[src/rtl/nibble_alu_defs.svh]
/*
 * Register offsets, field positions and reset values of the nibble ALU.
 * Assumes a byte-addressed Avalon-MM slave port with 32-bit data.
 */
`ifndef NIBBLE_ALU_DEFS_SVH
`define NIBBLE_ALU_DEFS_SVH

// ****************************************
// Register byte offsets
// ****************************************
`define OFS_CMD 5'h00
`define OFS_STATUS 5'h04
`define OFS_PTR 5'h08
`define OFS_UPPER 5'h0c
`define OFS_PAGE 5'h10
`define OFS_CTRL 5'h14

// ****************************************
// Control register fields
// ****************************************
`define CTRL_WAKE_BIT 0
`define CTRL_FAULT_CLR_BIT 1

// ****************************************
// Table word fields
// ****************************************
`define TBL_HI_MSB 7
`define TBL_HI_LSB 4
`define TBL_LO_MSB 3
`define TBL_LO_LSB 0

// ****************************************
// Reset values and bank select codes
// ****************************************
`define RST_NIBBLE 4'h0
`define RST_PTR 9'h000
`define RST_UPPER 3'h0
`define RST_PAGE 6'h00
`define BANK_LOWER 1'b0
`define BANK_UPPER 1'b1

`endif

[src/rtl/nibble_alu_pkg.sv]
/*
 * Types shared by the nibble ALU: opcodes, bus states, command and status words.
 * Assumes the opcode codes below are the ones software writes to the command register.
 */
package nibble_alu_pkg;

    // ****************************************
    // Instruction codes
    // ****************************************
    typedef enum logic [4:0] {
        OP_NOP        = 5'h00,
        OP_LOAD_IMM   = 5'h01,
        OP_TABLE      = 5'h02,
        OP_SEL_UPPER  = 5'h03,
        OP_SEL_LOWER  = 5'h04,
        OP_ADD_MEM    = 5'h05,
        OP_ADD_MEM_C  = 5'h06,
        OP_ADD_IMM    = 5'h07,
        OP_AND        = 5'h08,
        OP_OR         = 5'h09,
        OP_SET_C      = 5'h0a,
        OP_CLR_C      = 5'h0b,
        OP_SKIP_CC    = 5'h0c,
        OP_COMPL      = 5'h0d,
        OP_ROTATE     = 5'h0e,
        OP_SET_BIT    = 5'h0f,
        OP_CLR_BIT    = 5'h10,
        OP_SKIP_BIT0  = 5'h11,
        OP_SKIP_EQ_M  = 5'h12,
        OP_SKIP_EQ_I  = 5'h13
    } op_t;

    // ****************************************
    // Bus and execution states
    // ****************************************
    typedef enum logic [1:0] {
        ST_IDLE = 2'b00,
        ST_ROM  = 2'b01,
        ST_EXEC = 2'b10,
        ST_ACK  = 2'b11
    } state_t;

    typedef struct packed {
        logic [3:0] imm;
        op_t op;
    } cmd_t;

    typedef struct packed {
        logic fault;
        logic la_run;
        logic bank;
        logic skip;
        logic carry;
        logic [3:0] breg;
        logic [3:0] acc;
    } status_t;

endpackage

[src/rtl/nibble_alu_skip_logic.sv]
/*
 * Nibble ALU datapath with skip logic, driven by instructions written over Avalon-MM.
 * Assumes data RAM and table ROM with one-cycle registered reads on ref_clk,
 * and a sequencer that reports a free return-stack level on the same clock.
 */
// Notes on behaviour
// [RL1] Load immediate; run of loads keeps first only
// [RL2] Table read: high nibble second, low accumulator
// [RL3] Table read holds one stack level
// [RL4] Upper bank select reaches pages 64-127
// [RL5] Lower bank select reaches pages 0-63
// [RL6] Reset and wake select lower bank
// [RL7] Add memory, carry untouched
// [RL8] Add memory with carry, carry updated
// [RL9] Add immediate, skip when no overflow
// [RL10] AND accumulator with memory
// [RL11] OR accumulator with memory
// [RL12] Set carry only
// [RL13] Clear carry only
// [RL14] Skip when carry clear, carry kept
// [RL15] Complement accumulator
// [RL16] Rotate carry and accumulator right
// [RL17] Set memory bit j
// [RL18] Clear memory bit j
// [RL19] Skip when memory bit j zero
// [RL20] Skip when accumulator equals memory
// [RL21] Skip when accumulator equals immediate
// [RL22] Skipped instruction changes nothing
`include "nibble_alu_defs.svh"

module nibble_alu_skip_logic
    import nibble_alu_pkg::*;
(
    // Clock and reset
    input wire logic ref_clk,
    input wire logic arst_n,
    // Avalon-MM slave
    input wire logic [4:0] avs_address,
    input wire logic avs_read,
    input wire logic avs_write,
    input wire logic [3:0] avs_byteenable,
    input wire logic [31:0] avs_writedata,
    output logic [31:0] avs_readdata,
    output logic avs_waitrequest,
    // Data RAM
    output logic [8:0] ram_addr,
    input wire logic [3:0] ram_rdata,
    output logic [3:0] ram_wdata,
    output logic ram_we,
    // Table ROM
    output logic [13:0] rom_addr,
    input wire logic [9:0] rom_rdata,
    // Return stack
    input wire logic stack_level_free,
    output logic stack_claim
);

    // ****************************************
    // Declarations
    // ****************************************
    state_t state_ff;
    state_t nxt_state;
    cmd_t cmd_ff;
    status_t status_w;
    logic [31:0] rdata_ff;
    logic wait_ff;
    logic [3:0] acc_ff;
    logic [3:0] nxt_acc;
    logic [3:0] breg_ff;
    logic [3:0] nxt_breg;
    logic carry_ff;
    logic nxt_carry;
    logic skip_ff;
    logic nxt_skip;
    logic la_run_ff;
    logic nxt_la_run;
    logic bank_ff;
    logic nxt_bank;
    logic fault_ff;
    logic fault_set;
    logic refused_ff;
    logic [8:0] ptr_ff;
    logic [2:0] upper_ff;
    logic [5:0] page_ff;
    logic ram_we_ff;
    logic nxt_we;
    logic [3:0] ram_wdata_ff;
    logic [3:0] nxt_wdata;
    logic [13:0] rom_addr_ff;
    logic claim_ff;
    logic [4:0] sum_w;
    logic [3:0] add_b;
    logic [3:0] mask_w;
    logic skipped;
    logic live;
    logic idle_wr;
    logic idle_rd;
    logic new_tbl;
    logic wake_wr;
    logic fault_clr;
    op_t op;
    op_t new_op;

    function automatic logic [3:0] bit_mask(input logic [1:0] j);
        bit_mask = 4'h1 << j;
    endfunction

    function automatic logic two_lanes(input logic [3:0] be);
        two_lanes = be[0] & be[1];
    endfunction

    // ****************************************
    // Decode
    // ****************************************
    assign op = cmd_ff.op;
    assign new_op = op_t'(avs_writedata[4:0]);
    assign idle_wr = (state_ff == ST_IDLE) && avs_write;
    assign idle_rd = (state_ff == ST_IDLE) && avs_read;
    assign new_tbl = idle_wr && (avs_address == `OFS_CMD) && two_lanes(avs_byteenable)
                     && (new_op == OP_TABLE) && !skip_ff;
    assign wake_wr = idle_wr && (avs_address == `OFS_CTRL) && avs_byteenable[0]
                     && avs_writedata[`CTRL_WAKE_BIT];
    assign fault_clr = idle_wr && (avs_address == `OFS_CTRL) && avs_byteenable[0]
                       && avs_writedata[`CTRL_FAULT_CLR_BIT];
    // [RL1] Load run suppression
    assign skipped = skip_ff | ((op == OP_LOAD_IMM) & la_run_ff);
    assign live = (state_ff == ST_EXEC) && !skipped;
    assign mask_w = bit_mask(cmd_ff.imm[1:0]);
    assign add_b = (op == OP_ADD_IMM) ? cmd_ff.imm : ram_rdata;
    assign sum_w = {1'b0, acc_ff} + {1'b0, add_b} + {4'h0, (op == OP_ADD_MEM_C) & carry_ff};

    assign status_w = '{fault: fault_ff, la_run: la_run_ff, bank: bank_ff, skip: skip_ff,
                        carry: carry_ff, breg: breg_ff, acc: acc_ff};

    // ****************************************
    // Bus state machine
    // ****************************************
    always_comb begin
        nxt_state = state_ff;
        unique case (state_ff)
            ST_IDLE: begin
                if (idle_wr && (avs_address == `OFS_CMD) && two_lanes(avs_byteenable)) begin
                    nxt_state = (new_tbl && stack_level_free) ? ST_ROM : ST_EXEC;
                end else if (avs_read || avs_write) begin
                    nxt_state = ST_ACK;
                end
            end
            ST_ROM: nxt_state = ST_EXEC;
            ST_EXEC: nxt_state = ST_ACK;
            ST_ACK: nxt_state = ST_IDLE;
        endcase
    end

    // Waitrequest idles high so no request is ever taken early
    always_ff @(posedge ref_clk or negedge arst_n) begin
        if (!arst_n) begin
            state_ff <= ST_IDLE;
            wait_ff <= 1'b1;
            rdata_ff <= 32'h0000_0000;
        end else begin
            state_ff <= nxt_state;
            wait_ff <= (nxt_state != ST_ACK);
            if (idle_rd) begin
                unique case (avs_address)
                    `OFS_CMD: rdata_ff <= {23'h0, cmd_ff};
                    `OFS_STATUS: rdata_ff <= {19'h0, status_w};
                    `OFS_PTR: rdata_ff <= {23'h0, ptr_ff};
                    `OFS_UPPER: rdata_ff <= {29'h0, upper_ff};
                    `OFS_PAGE: rdata_ff <= {26'h0, page_ff};
                    default: rdata_ff <= 32'h0000_0000;
                endcase
            end
        end
    end

    // ****************************************
    // Configuration registers
    // ****************************************
    always_ff @(posedge ref_clk or negedge arst_n) begin
        if (!arst_n) begin
            cmd_ff <= '{imm: `RST_NIBBLE, op: OP_NOP};
            ptr_ff <= `RST_PTR;
            upper_ff <= `RST_UPPER;
            page_ff <= `RST_PAGE;
            refused_ff <= 1'b0;
        end else if (idle_wr) begin
            if (avs_address == `OFS_CMD && two_lanes(avs_byteenable)) begin
                cmd_ff <= cmd_t'(avs_writedata[8:0]);
                // [RL3] No free level refuses
                refused_ff <= new_tbl && !stack_level_free;
            end
            if (avs_address == `OFS_PTR && two_lanes(avs_byteenable)) begin
                ptr_ff <= avs_writedata[8:0];
            end
            if (avs_address == `OFS_UPPER && avs_byteenable[0]) begin
                upper_ff <= avs_writedata[2:0];
            end
            if (avs_address == `OFS_PAGE && avs_byteenable[0]) begin
                page_ff <= avs_writedata[5:0];
            end
        end
    end

    // ****************************************
    // Instruction execution
    // ****************************************
    always_comb begin
        nxt_acc = acc_ff;
        nxt_breg = breg_ff;
        nxt_carry = carry_ff;
        nxt_skip = 1'b0;
        nxt_la_run = 1'b0;
        nxt_bank = bank_ff;
        nxt_we = 1'b0;
        nxt_wdata = ram_rdata;
        fault_set = 1'b0;
        if (skipped) begin
            // [RL22] Skipped is no-op
            nxt_la_run = (op == OP_LOAD_IMM);
        end else begin
            unique case (op)
                // [RL1] Load immediate
                OP_LOAD_IMM: begin
                    nxt_acc = cmd_ff.imm;
                    nxt_la_run = 1'b1;
                end
                // [RL2] Table split
                OP_TABLE: begin
                    if (refused_ff) begin
                        fault_set = 1'b1;
                    end else begin
                        nxt_breg = rom_rdata[`TBL_HI_MSB:`TBL_HI_LSB];
                        nxt_acc = rom_rdata[`TBL_LO_MSB:`TBL_LO_LSB];
                    end
                end
                // [RL4] Upper bank
                OP_SEL_UPPER: nxt_bank = `BANK_UPPER;
                // [RL5] Lower bank
                OP_SEL_LOWER: nxt_bank = `BANK_LOWER;
                // [RL7] Add memory
                OP_ADD_MEM: nxt_acc = sum_w[3:0];
                // [RL8] Add with carry
                OP_ADD_MEM_C: {nxt_carry, nxt_acc} = sum_w;
                // [RL9] Add immediate skip
                OP_ADD_IMM: begin
                    nxt_acc = sum_w[3:0];
                    nxt_skip = !sum_w[4];
                end
                // [RL10] Bitwise AND
                OP_AND: nxt_acc = acc_ff & ram_rdata;
                // [RL11] Bitwise OR
                OP_OR: nxt_acc = acc_ff | ram_rdata;
                // [RL12] Set carry
                OP_SET_C: nxt_carry = 1'b1;
                // [RL13] Clear carry
                OP_CLR_C: nxt_carry = 1'b0;
                // [RL14] Carry clear skip
                OP_SKIP_CC: nxt_skip = !carry_ff;
                // [RL15] Complement accumulator
                OP_COMPL: nxt_acc = ~acc_ff;
                // [RL16] Rotate through carry
                OP_ROTATE: {nxt_carry, nxt_acc} = {acc_ff[0], carry_ff, acc_ff[3:1]};
                // [RL17] Set memory bit
                OP_SET_BIT: begin
                    nxt_we = 1'b1;
                    nxt_wdata = ram_rdata | mask_w;
                end
                // [RL18] Clear memory bit
                OP_CLR_BIT: begin
                    nxt_we = 1'b1;
                    nxt_wdata = ram_rdata & ~mask_w;
                end
                // [RL19] Bit zero skip
                OP_SKIP_BIT0: nxt_skip = ((ram_rdata & mask_w) == 4'h0);
                // [RL20] Memory equal skip
                OP_SKIP_EQ_M: nxt_skip = (acc_ff == ram_rdata);
                // [RL21] Immediate equal skip
                OP_SKIP_EQ_I: nxt_skip = (acc_ff == cmd_ff.imm);
                OP_NOP: nxt_acc = acc_ff;
                default: nxt_acc = acc_ff;
            endcase
        end
    end

    always_ff @(posedge ref_clk or negedge arst_n) begin
        if (!arst_n) begin
            acc_ff <= `RST_NIBBLE;
            breg_ff <= `RST_NIBBLE;
            carry_ff <= 1'b0;
            skip_ff <= 1'b0;
            la_run_ff <= 1'b0;
        end else if (state_ff == ST_EXEC) begin
            acc_ff <= nxt_acc;
            breg_ff <= nxt_breg;
            carry_ff <= nxt_carry;
            skip_ff <= nxt_skip;
            la_run_ff <= nxt_la_run;
        end
    end

    // [RL6] Lower bank after reset
    always_ff @(posedge ref_clk or negedge arst_n) begin
        if (!arst_n) begin
            bank_ff <= `BANK_LOWER;
        end else if (wake_wr) begin
            bank_ff <= `BANK_LOWER;
        end else if (state_ff == ST_EXEC) begin
            bank_ff <= nxt_bank;
        end
    end

    // Sticky refusal; a new refusal beats a clear
    always_ff @(posedge ref_clk or negedge arst_n) begin
        if (!arst_n) begin
            fault_ff <= 1'b0;
        end else if (state_ff == ST_EXEC && fault_set) begin
            fault_ff <= 1'b1;
        end else if (fault_clr) begin
            fault_ff <= 1'b0;
        end
    end

    // ****************************************
    // Memory and stack ports
    // ****************************************
    always_ff @(posedge ref_clk or negedge arst_n) begin
        if (!arst_n) begin
            ram_we_ff <= 1'b0;
            ram_wdata_ff <= `RST_NIBBLE;
            rom_addr_ff <= 14'h0000;
            claim_ff <= 1'b0;
        end else begin
            ram_we_ff <= (state_ff == ST_EXEC) && nxt_we;
            if (state_ff == ST_EXEC) begin
                ram_wdata_ff <= nxt_wdata;
            end
            // [RL4] Bank picks page half
            if (nxt_state == ST_ROM) begin
                rom_addr_ff <= {bank_ff, page_ff, upper_ff, acc_ff};
            end
            // [RL3] Hold stack level
            claim_ff <= (nxt_state == ST_ROM) || (state_ff == ST_ROM);
        end
    end

    assign avs_readdata = rdata_ff;
    assign avs_waitrequest = wait_ff;
    assign ram_addr = ptr_ff;
    assign ram_wdata = ram_wdata_ff;
    assign ram_we = ram_we_ff;
    assign rom_addr = rom_addr_ff;
    assign stack_claim = claim_ff;
endmodule // nibble_alu_skip_logic

[config.mk]
export PLATFORM = sky130hd
export DESIGN_NAME = nibble_alu_skip_logic
export DESIGN_NICKNAME = d
export VERILOG_FILES = /design/src/rtl/nibble_alu_pkg.sv /design/src/rtl/nibble_alu_skip_logic.sv
export VERILOG_INCLUDE_DIRS = /design/src /design/src/rtl
export SDC_FILE = /design/constraint.sdc
export NUM_CORES = 1
export LEC_CHECK = 0
export ABC_AREA = 1
export BUFFER_PORTS_ARGS = -buffer_cell sky130_fd_sc_hd__clkbuf_2
export CORE_ASPECT_RATIO = 0.9
export CORE_MARGIN = 5
export CORE_UTILIZATION = 50
export CTS_BUF_LIST = sky130_fd_sc_hd__clkbuf_16
export CTS_CLUSTER_DIAMETER = 40
export DETAILED_ROUTE_END_ITERATION = 6
export PLACE_DENSITY = 0.77
export REMOVE_ABC_BUFFERS = 1
export SETUP_SLACK_MARGIN = 0.2
export SLEW_MARGIN = 10
export SYNTH_ARGS = -nofsm -noshare
export SYNTH_HDL_FRONTEND = slang
export SYNTH_SLANG_ARGS = --single-unit
[constraint.sdc]
create_clock -name ref_clk -period 3.5 [get_ports ref_clk]
set_clock_uncertainty 0.2 [all_clocks]
set_input_delay 0.875 -clock ref_clk [delete_from_list [all_inputs] [get_ports ref_clk]]
set_output_delay 0.875 -clock ref_clk [all_outputs]
set_load 0.05 [all_outputs]
### After elaboration in Yosys (flattened, before gate mapping)

Cells that the tools add are included.

* register bits: 96
* word-level logic and storage cells: 138
* input bits: 60
* output and inout port bits: 62

* reduce and logical (&&, ||, !) cells: 42
* $add $sub $neg: 2
* equal/unequal tests: 34
* muxes and demuxes: 26
* shifts and indexed selects: 1
* bitwise gates (word level): 13

Operators by type and width (count)
* case mux 13 bit (5 select lines): 1
* equality test 5 x 4 -> 1 bit (second input constant): 10
* equality test 5 bit (second input constant): 6
* case mux 4 bit (7 select lines): 1
* equality test 5 x 3 -> 1 bit (second input constant): 5
* logical AND 1 bit: 18
* equality test 5 x 2 -> 1 bit (second input constant): 3
* two-way mux 1 bit: 13
* AND 4 bit: 3
* two-way mux 4 bit: 3
* equality test 4 bit: 2
* NOT 4 bit: 2
* bitwise OR 4 bit: 2
* case mux 2 bit (4 select lines): 1
* case mux 4 bit (2 select lines): 1
* AND reduction 2 bit: 4
* AND reduction 4 bit: 2
* nonzero test 7 bit: 1
* two-way mux 2 bit: 3
* AND reduction 3 bit: 2
* adder 4 x 4 -> 5 bit: 1
* adder 5 x 1 -> 5 bit: 1
* equality test 5 x 1 -> 1 bit (second input constant): 1
* logical NOT 5 bit: 1
* 20 further kinds: 31

### Logic depth before layout (Yosys ltp)

Gate-level depths: netlist of run 1.

* word-level depth: 12
* mapped depth: 16
* depth with buffers taken out: 16

### Least setup slack after synthesis of run 1

OpenSTA, ideal clock, no wires.

* kind: input to register
* start: input ram_rdata[0]
* end: register acc_ff[2]
* library setup time: 0.117 ns
* stages on the path: 9
* data arrival time: 2.564 ns
* buffers on the path: 0
* slack: 0.620 ns
* data required time: 3.183 ns
* cells stage by stage: inv_1 -> o21ai_0 -> fa_1 -> fa_1 -> or2_2 -> a32oi_1 -> nand3_1 -> nand2_1 -> nand2_1

* word-level cells in the longest chain between the ends: 4

RTL lines
* start: declaration: RTL line nibble_alu_skip_logic.sv:47 `input wire logic [3:0] ram_rdata,`
* two-way mux 4 bit: RTL line nibble_alu_skip_logic.sv:129 `assign add_b = (op == OP_ADD_IMM) ? cmd_ff.imm : ram_rdata;`
* adder 4 x 4 -> 5 bit: RTL line nibble_alu_skip_logic.sv:130 `assign sum_w = {1'b0, acc_ff} + {1'b0, add_b} + {4'h0, (op == OP_ADD_MEM_C) & carry_ff};`
* adder 5 x 1 -> 5 bit: RTL line nibble_alu_skip_logic.sv:130
* case mux 4 bit (7 select lines): RTL line nibble_alu_skip_logic.sv:221 `unique case (op)`
* end signal: assignment: RTL line nibble_alu_skip_logic.sv:287 `` acc_ff <= `RST_NIBBLE; ``
* end signal: assignment: RTL line nibble_alu_skip_logic.sv:293 `acc_ff <= nxt_acc;`
* end: declaration: RTL line nibble_alu_skip_logic.sv:67 `logic [3:0] acc_ff;`

No other way between the ends.
A chain may end at the register's enable or synchronous reset.

### Final worst setup path of run 1

* start: register cmd_ff, in the netlist op[2]
* end: register skip_ff

* word-level cells in the longest chain between the ends: 7
* elaborated cells between the ends (all ways): 16
* classes of those cells: add/sub: 2; eq/ne: 7; mux: 3; bitwise: 3; reduce/logical: 1

RTL lines
* start: declaration: RTL line nibble_alu_skip_logic.sv:63 `cmd_t cmd_ff;`
* start signal: assignment: RTL line nibble_alu_skip_logic.sv:181 `` cmd_ff <= '{imm: `RST_NIBBLE, op: OP_NOP}; ``
* start signal: assignment: RTL line nibble_alu_skip_logic.sv:188 `cmd_ff <= cmd_t'(avs_writedata[8:0]);`
* equality test 5 x 3 -> 1 bit: RTL line nibble_alu_skip_logic.sv:129, nibble_alu_skip_logic.sv:221
* two-way mux 4 bit: RTL line nibble_alu_skip_logic.sv:129
* adder 4 x 4 -> 5 bit: RTL line nibble_alu_skip_logic.sv:130
* adder 5 x 1 -> 5 bit: RTL line nibble_alu_skip_logic.sv:130
* logical NOT 1 bit: RTL line nibble_alu_skip_logic.sv:247 `nxt_skip = !sum_w[4];`
* case mux 1 bit (5 select lines): RTL line nibble_alu_skip_logic.sv:221
* two-way mux 1 bit (*): RTL line nibble_alu_skip_logic.sv:217 `if (skipped) begin`
* end signal: assignment: RTL line nibble_alu_skip_logic.sv:296 `skip_ff <= nxt_skip;`
* end: declaration: RTL line nibble_alu_skip_logic.sv:73 `logic skip_ff;`

Every way passes the cells marked *; elsewhere a longest branch is shown, timed or not.

==> results of run 1 <==
-- layer usage --
layer | wire length (microns) | track usage
met1 | 5404 | 0.3246
met2 | 5571 | 0.3731
met3 | 936 | 0.04997
met4 | 228 | 0.07478
met5 | 0 | 0
-- cells in the mapped netlist (all sizes together), types with 2 or more instances --
cell,n,area [sq um]
or2,3,18.77
ha,7,87.58
a21oi,14,70.07
clkbuf,7,26.28
nand2,193,779.5
a22o,3,26.28
fa,2,40.04
o31ai,2,20.02
o211ai,4,30.03
buf,25,198.9
o22ai,7,43.79
nor2,38,187.7
nor3,18,95.09
inv,60,225.2
dfrtp,76,1902
nand4,9,56.30
nand3,42,232.7
mux2,3,33.78
o21ai,57,285.3
-- area by class of cell --
class                   count  area [sq um]  area share
inverters                  61         229.0     0.04458
clock inverters             7         75.07     0.01462
flip-flops and latches     77          1928      0.3754
repair buffers             78         400.4     0.07795
clock buffers               9         225.2     0.04385
multi-input cells         427          2130      0.4146
well taps                 119         148.9     0.02899
-- where the power goes --
group	switching (uW)	internal, uW	total (uW)
Clock	381	556	936
Sequential	142	1090	1230
Combinational	1160	333	1500
Total	1690	1980	3660
-- stage by stage --
stage	hold WS, ns	cells	setup WS (ns)
floorplan	0.2488	565	0.5974
global placement	0.2550	762	0.3616
detailed placement	0.2598	762	0.3512
CTS	0.2738	778	0.4782
global route	0.3000	778	0.2426
finish	0.2722	778	0.4728
-- registers in the layout, summed over array words and instances, names as in the netlist, 2 cells and up --
signal and flops:
acc_ff 4, avs_readdata 13, breg_ff 4, cmd_ff 4
op 5, page_ff 6, ram_addr 9, ram_wdata 4
rom_addr 14, state_ff 2, upper_ff 3
-- kinds of logic (layout without fill, tap and decap cells) --
kind of cell	after synthesis	count (layout)
other	1	19
adder cells (fa/ha/maj)	9	9
multiplexers	3	3
AO/OA/AOI/OAI	91	91
buffers and inverters	93	155
AND/OR/NAND/NOR	305	305
flip-flops	77	77
-- worst max-delay path by stage --
stage	endpoint	cells past startpoint	startpoint	slack, ns
detailed placement	skip_ff	13	ram_rdata[0]	0.35
floorplan	acc_ff[2]	11	op[4]	0.60
CTS	skip_ff	15	op[2]	0.48
global route	skip_ff	15	op[2]	0.24
global placement	skip_ff	13	ram_rdata[0]	0.36
finish	skip_ff	15	op[2]	0.47
-- worst max-delay path, cell delays in order (launching register included) --
cell and delay [ns]:
dfrtp_1 0.42, inv_1 0.11, nor2_1 0.10, nand2_1 0.16
nor2_4 0.17, o21ai_0 0.13, fa_1 0.45, fa_1 0.39
nand2_1 0.09, nand2_1 0.06, a21oi_1 0.25, a22o_1 0.21
nor2_1 0.04, nand2_1 0.06, nand2_1 0.05, nand2_1 0.06
==> run_results.csv, run 1 <==
group,metric,value,unit
cells_and_area,layout-drive-gt1-share,0.2033,
clock_tree,clkTransAtPathRegs,0.06,ns
clock_tree,cts-root-buf,"clkbuf_16",
logic_synthesis,synth_top_flop_cell,"dfrtp_1",
floorplanning,num_rows,32,
power_and_ir_drop,power,3663,uW
cells_and_area,utilization,0.5967,
clock_tree,holdBufCountCts,0,
logic_synthesis,async_reset_ff_frac,1.000,
clock_tree,clk_path_buf_depth,2,
global_route,grt_pass1_wl,19.95,mm
floorplanning,initial_utilization,0.5157,
logic_synthesis,ys_seq_area_frac,0.4343,
hold_path,hp-class,"register to register",
logic_synthesis,synth_fa_ha_area_frac,0.02875,
logic_synthesis,synth_top_family_by_area,"simple AND/OR/NAND/NOR gates",
setup_path,crit_fanout,5,
floorplanning,coreArea,0.008608,sq mm
setup_path,crit_arrival,3.09,ns
floorplanning,ioPinCount,122,
timing,fmax,330.3,MHz
setup_path,worstReg2RegEnd,"skip_ff",
setup_path,crit_type,"register to register",
timing,tns,0,ns
global_route,antenna_found_initial,0,
logic_synthesis,synth-edff-count,0,
logic_synthesis,yosys.area_share.simple,0.3117,
placed_design,hpwl,9.127,mm
setup_path,reg2reg_depth,15,
placed_design,gp_congestion,0.9314,
logic_synthesis,synth_cell_types,40,
timing,post-route-min-period,3.027,ns
cells_and_area,final_common_cell,"nand2_1",
hold_path,hp-start,"rom_addr[0]",
timing,hold_viol,0,
cells_and_area,fin_area,0.005136,sq mm
placed_design,portBuffers,75,
power_and_ir_drop,power.leakage,0.002703,uW
clock_tree,htree_levels,3,
drt,viasPerCell,5.308,
clock_tree,clk_latency,0.34,ns
logic_synthesis,netlist_area,0.004439,sq mm
logic_synthesis,ys_ff_latch,77,
drt,routed-via-count,4130,
timing,min_period_over_period,0.8649,
hold_path,holdPathEnd,"rom_addr[0]",
drt,drcViolationCount,0,
setup_path,cp-start-kind,"register",
global_route,grtUsageTotal,0.2361,
timing,relSlewSlack,0.3618,
clock_tree,post_cts_buffers,0,
cells_and_area,layout_common_cells,"nand2_1 (177), dfrtp_1 (76), clkbuf_2 (74)",
cells_and_area,nFillCells,829,
clock_tree,ctsResizeCount,0,
drt,ant_nets,0,
logic_synthesis,yosysWarnings,0,
flow_run,maxCapViolCount,0,
floorplanning,die_w,109.3,microns
cells_and_area,n_antenna_cell,0,
global_route,overflow,0,
drt,wl_per_cell,15.61,microns
floorplanning,dieArea,0.01087,sq mm
timing,tightestPinTransition,0.9573,ns
drt,drt_first_pass_iters,5,
logic_synthesis,synthXorXnorAreaFrac,0,
drt,routed_wl,12.14,mm
global_route,grt_pass1_vias,4115,
global_route,grt_max_degree,78,
logic_synthesis,synthMuxAreaShare,0.007610,
setup_path,cp-end-kind,"register",
clock_tree,clkSinkCount,77,
drt,drtIter0Drc,355,
status,status,"finished clean",
power_and_ir_drop,power_density,713.2,mW/mm^2
power_and_ir_drop,vdd_drop_max,0.3818,mV
clock_tree,numCtsBuffers,9,
cells_and_area,area_growth,15.70,%
cells_and_area,nNetsFinal,723,
timing,rsz0062_at_grt,"no",
clock_tree,tritoncts,"built",
setup_path,rrSetupSlack,0.47,ns
floorplanning,die_height,99.39,microns
timing,slew_violations,0,
setup_path,worstReg2RegStart,"op[2]",
logic_synthesis,synth-compound-area-share,0.1144,
timing,setup_viol,0,
logic_synthesis,synth_cells,579,
logic_synthesis,postSynthAreaPerCell,7.667,sq um
setup_path,required,3.57,ns
hold_path,holdPathStages,2,
placed_design,place_area,0.004831,sq mm
No activity file was read; power rests on OpenSTA's default activity.
==> run 2, diff against run 1 <==
--- a/config.mk
+++ b/config.mk
@@ -6,7 +6,6 @@
 export SDC_FILE = /design/constraint.sdc
 export NUM_CORES = 1
 export LEC_CHECK = 0
-export ABC_AREA = 1
 export BUFFER_PORTS_ARGS = -buffer_cell sky130_fd_sc_hd__clkbuf_2
 export CORE_ASPECT_RATIO = 0.9
 export CORE_MARGIN = 5
==> run 2 against run 1 <==
  * Count of clock-buffer cells in the layout did not move
  * Critical path depth decreased by 6
  * Final area increased by 0.90%
  * Combinational power barely moved
  * Cell count fell by 20%
  * Worst hold slack improved by 0.0082 ns
  * First-iteration DRC count fell by 32%
  * Sequential share of layout area down 0.34 points
  * Non-clock buffer count rose by 13
  * Via count shrank 13%
  * Worst setup slack worse by 0.047 ns
  * Synthesized cell count is 27% lower
  * Critical path type unchanged
  * Largest power group unchanged
  * Highest routed layer unchanged
==> run_results.csv, run 2 <==
group,metric,value,unit
status,status,"finished clean",
clock_tree,cts-root-buf,"clkbuf_16",
setup_path,cp_common_cell,"fa_2",
hold_path,hp-class,"register to register",
logic_synthesis,synth_cell_types,62,
drt,drcViolationCount,0,
global_route,grt_pass1_wl,19.24,mm
cells_and_area,area_growth,17.17,%
timing,rsz0062_at_grt,"no",
cells_and_area,nNetsFinal,567,
setup_path,rrSetupSlack,0.43,ns
logic_synthesis,async_reset_ff_frac,1.000,
setup_path,cp-end-kind,"register",
flow_run,maxCapViolCount,0,
power_and_ir_drop,power_density,713.3,mW/mm^2
floorplanning,die_w,109.1,microns
clock_tree,holdBufCountCts,0,
logic_synthesis,synth.top_cell.area_share,0.4300,
logic_synthesis,synth-edff-count,0,
timing,relSlewSlack,0.3543,
power_and_ir_drop,vdd_drop_max,0.3120,mV
global_route,grt_pass1_vias,3624,
logic_synthesis,netlist_area,0.004423,sq mm
setup_path,cp-start-kind,"register",
drt,routed_wl,11.82,mm
cells_and_area,fin_cells,622,
cells_and_area,n_antenna_cell,0,
timing,post-route-min-period,3.075,ns
timing,setup_viol,0,
logic_synthesis,synth_top_flop_cell,"dfrtp_1",
clock_tree,tritoncts,"built",
clock_tree,clk_path_buf_depth,2,
timing,setup_ws,0.4253,ns
global_route,grt_max_degree,78,
setup_path,crit_fanout,3,
setup_path,critPathSlowestCell,"or3b_4",
logic_synthesis,synth_commonest_cells,"dfrtp_1 (76), nand2_1 (37), mux2_2 (34)",
placed_design,dpl.cell_count,606,
logic_synthesis,ys_ff_latch,77,
drt,ant_nets,0,
floorplanning,initial_utilization,0.5138,
clock_tree,htree_levels,3,
timing,hold_viol,0,
logic_synthesis,netlist_top_cells_area,"dfrtp_1 (43%), mux2_2 (8.7%), o21ai_0 (3.7%)",
clock_tree,clk_latency,0.34,ns
placed_design,portBuffers,75,
timing,tightestPinTransition,0.9686,ns
drt,viasPerCell,5.749,
setup_path,required,3.52,ns
setup_path,path_cells,"or3b_4, nor2_4, mux2_2, fa_2, fa_2, xor2_1, a22o_1, a211oi_1, o21ai_0",
setup_path,crit_type,"register to register",
timing,slew_violations,0,
clock_tree,numCtsBuffers,9,
floorplanning,dieArea,0.01083,sq mm
global_route,antenna_found_initial,0,
logic_synthesis,yosysMostFrequentCell,"dfrtp_1",
clock_tree,clkSinkCount,77,
power_and_ir_drop,power.leakage,0.002406,uW
logic_synthesis,postSynthAreaPerCell,10.46,sq um
cells_and_area,largest_register_ffs,14,
floorplanning,coreArea,0.008608,sq mm
floorplanning,ioPinCount,122,
floorplanning,num_rows,32,
logic_synthesis,ys_seq_area_frac,0.4359,
clock_tree,clkTransAtPathRegs,0.07,ns
clock_tree,post_cts_buffers,0,
drt,routed-via-count,3576,
global_route,overflow,0,
setup_path,max_stage_delay,0.44,ns
drt,drt_first_pass_iters,5,
global_route,grtUsageTotal,0.2311,
cells_and_area,final_common_cell,"dfrtp_1",
logic_synthesis,yosysWarnings,0,
placed_design,gp_congestion,0.9310,
cells_and_area,layout-drive-gt1-share,0.3260,
drt,wl_per_cell,19.01,microns
timing,min_period_over_period,0.8785,
logic_synthesis,synth_cells,423,
placed_design,hpwl,8.408,mm
placed_design,place_worst_setup_slack,0.1504,ns
timing,fmax,325.2,MHz
drt,drtIter0Drc,240,
cells_and_area,nFillCells,710,
logic_synthesis,yosys.area.top_type,"dfrtp_1",
floorplanning,die_height,99.23,microns
setup_path,crit_arrival,3.10,ns
cells_and_area,layout_common_cells,"dfrtp_1 (76), clkbuf_2 (74), nand2_1 (37)",
## run 2: cell type report
cell class | count | area [sq um] | share of cell area
tap | 119 | 148.9 | 0.02873
inverter | 14 | 52.55 | 0.01014
clock inverter | 7 | 63.81 | 0.01231
multi-input combinational | 305 | 2266 | 0.4372
timing repair buffer | 91 | 498.0 | 0.09609
clock buffer | 9 | 225.2 | 0.04346
sequential | 77 | 1928 | 0.3720
## run 2: worst paths after layout
| check | startpoint | end | cells past startpoint |
|---|---|---|---|
| max reg2reg | op[3] | acc_ff[2] | 9 |
| max in group asynchronous | arst_n | op[2] | 1 |
| min in group asynchronous | arst_n | acc_ff[2] | 1 |
| min | avs_readdata[3] | avs_readdata[3] | 2 |
| min reg2reg | avs_readdata[3] | avs_readdata[3] | 2 |
| max | op[3] | acc_ff[2] | 9 |
## run 2: power breakdown
| part | internal (uW) | switching [uW] |
|---|---|---|
| sequential | 1090 | 193 |
| combinational | 506 | 993 |
| clock | 498 | 420 |
| total | 2090 | 1610 |
## run 2: critical path, delay by kind of cell, from the launching register on
| family | cells | cell delay (ns) |
|---|---|---|
| AO/OA/AOI/OAI | 3 | 0.56 |
| XOR/XNOR | 1 | 0.17 |
| adder cells (fa/ha/maj) | 2 | 0.76 |
| multiplexers | 1 | 0.35 |
| AND/OR/NAND/NOR | 2 | 0.55 |
| flip-flops | 1 | 0.38 |
## run 2: timing repair
| item | 4_1_cts | 5_1_grt |
|---|---|---|
| pin swaps | 0 | 0 |
| gates resized for setup | 3 | 3 |
| setup endpoints to repair | 3 | 3 |
| cloned | 0 | 0 |
## run 2: per-layer routing
layer,global-route usage,vias up,wire [microns]
met5,0,-,0
met4,0.1223,0,439
met3,0.04478,37,925
met2,0.3291,175,5131
met1,0.3317,1714,5327
li1,-,1650,-
## run 2: cell families after synthesis
| group | share of synthesized area |
|---|---|
| flops | 0.4359 |
| compound gates | 0.1567 |
| mux | 0.1502 |
| fa+ha+maj | 0.02885 |
| simple gates | 0.1383 |
| buf+inv | 0.07129 |
| other cells | 0.0008478 |
| xor+xnor | 0.01782 |
## run 2: through the flow
step | hold WS (ns) | util | power (uW) | cell area [sq um] | TNS [ns]
after floorplan | 0.2657 | - | 2369 | 4228 | -0.07030
after global placement | 0.2685 | 0.5663 | 2730 | 4875 | 0
after detailed placement | 0.2746 | 0.5663 | 2776 | 4875 | 0
after CTS | 0.2901 | 0.6009 | 3705 | 5172 | 0
after global routing | 0.3136 | 0.6020 | 3901 | 5182 | 0
final | 0.2804 | 0.6020 | 3696 | 5182 | 0
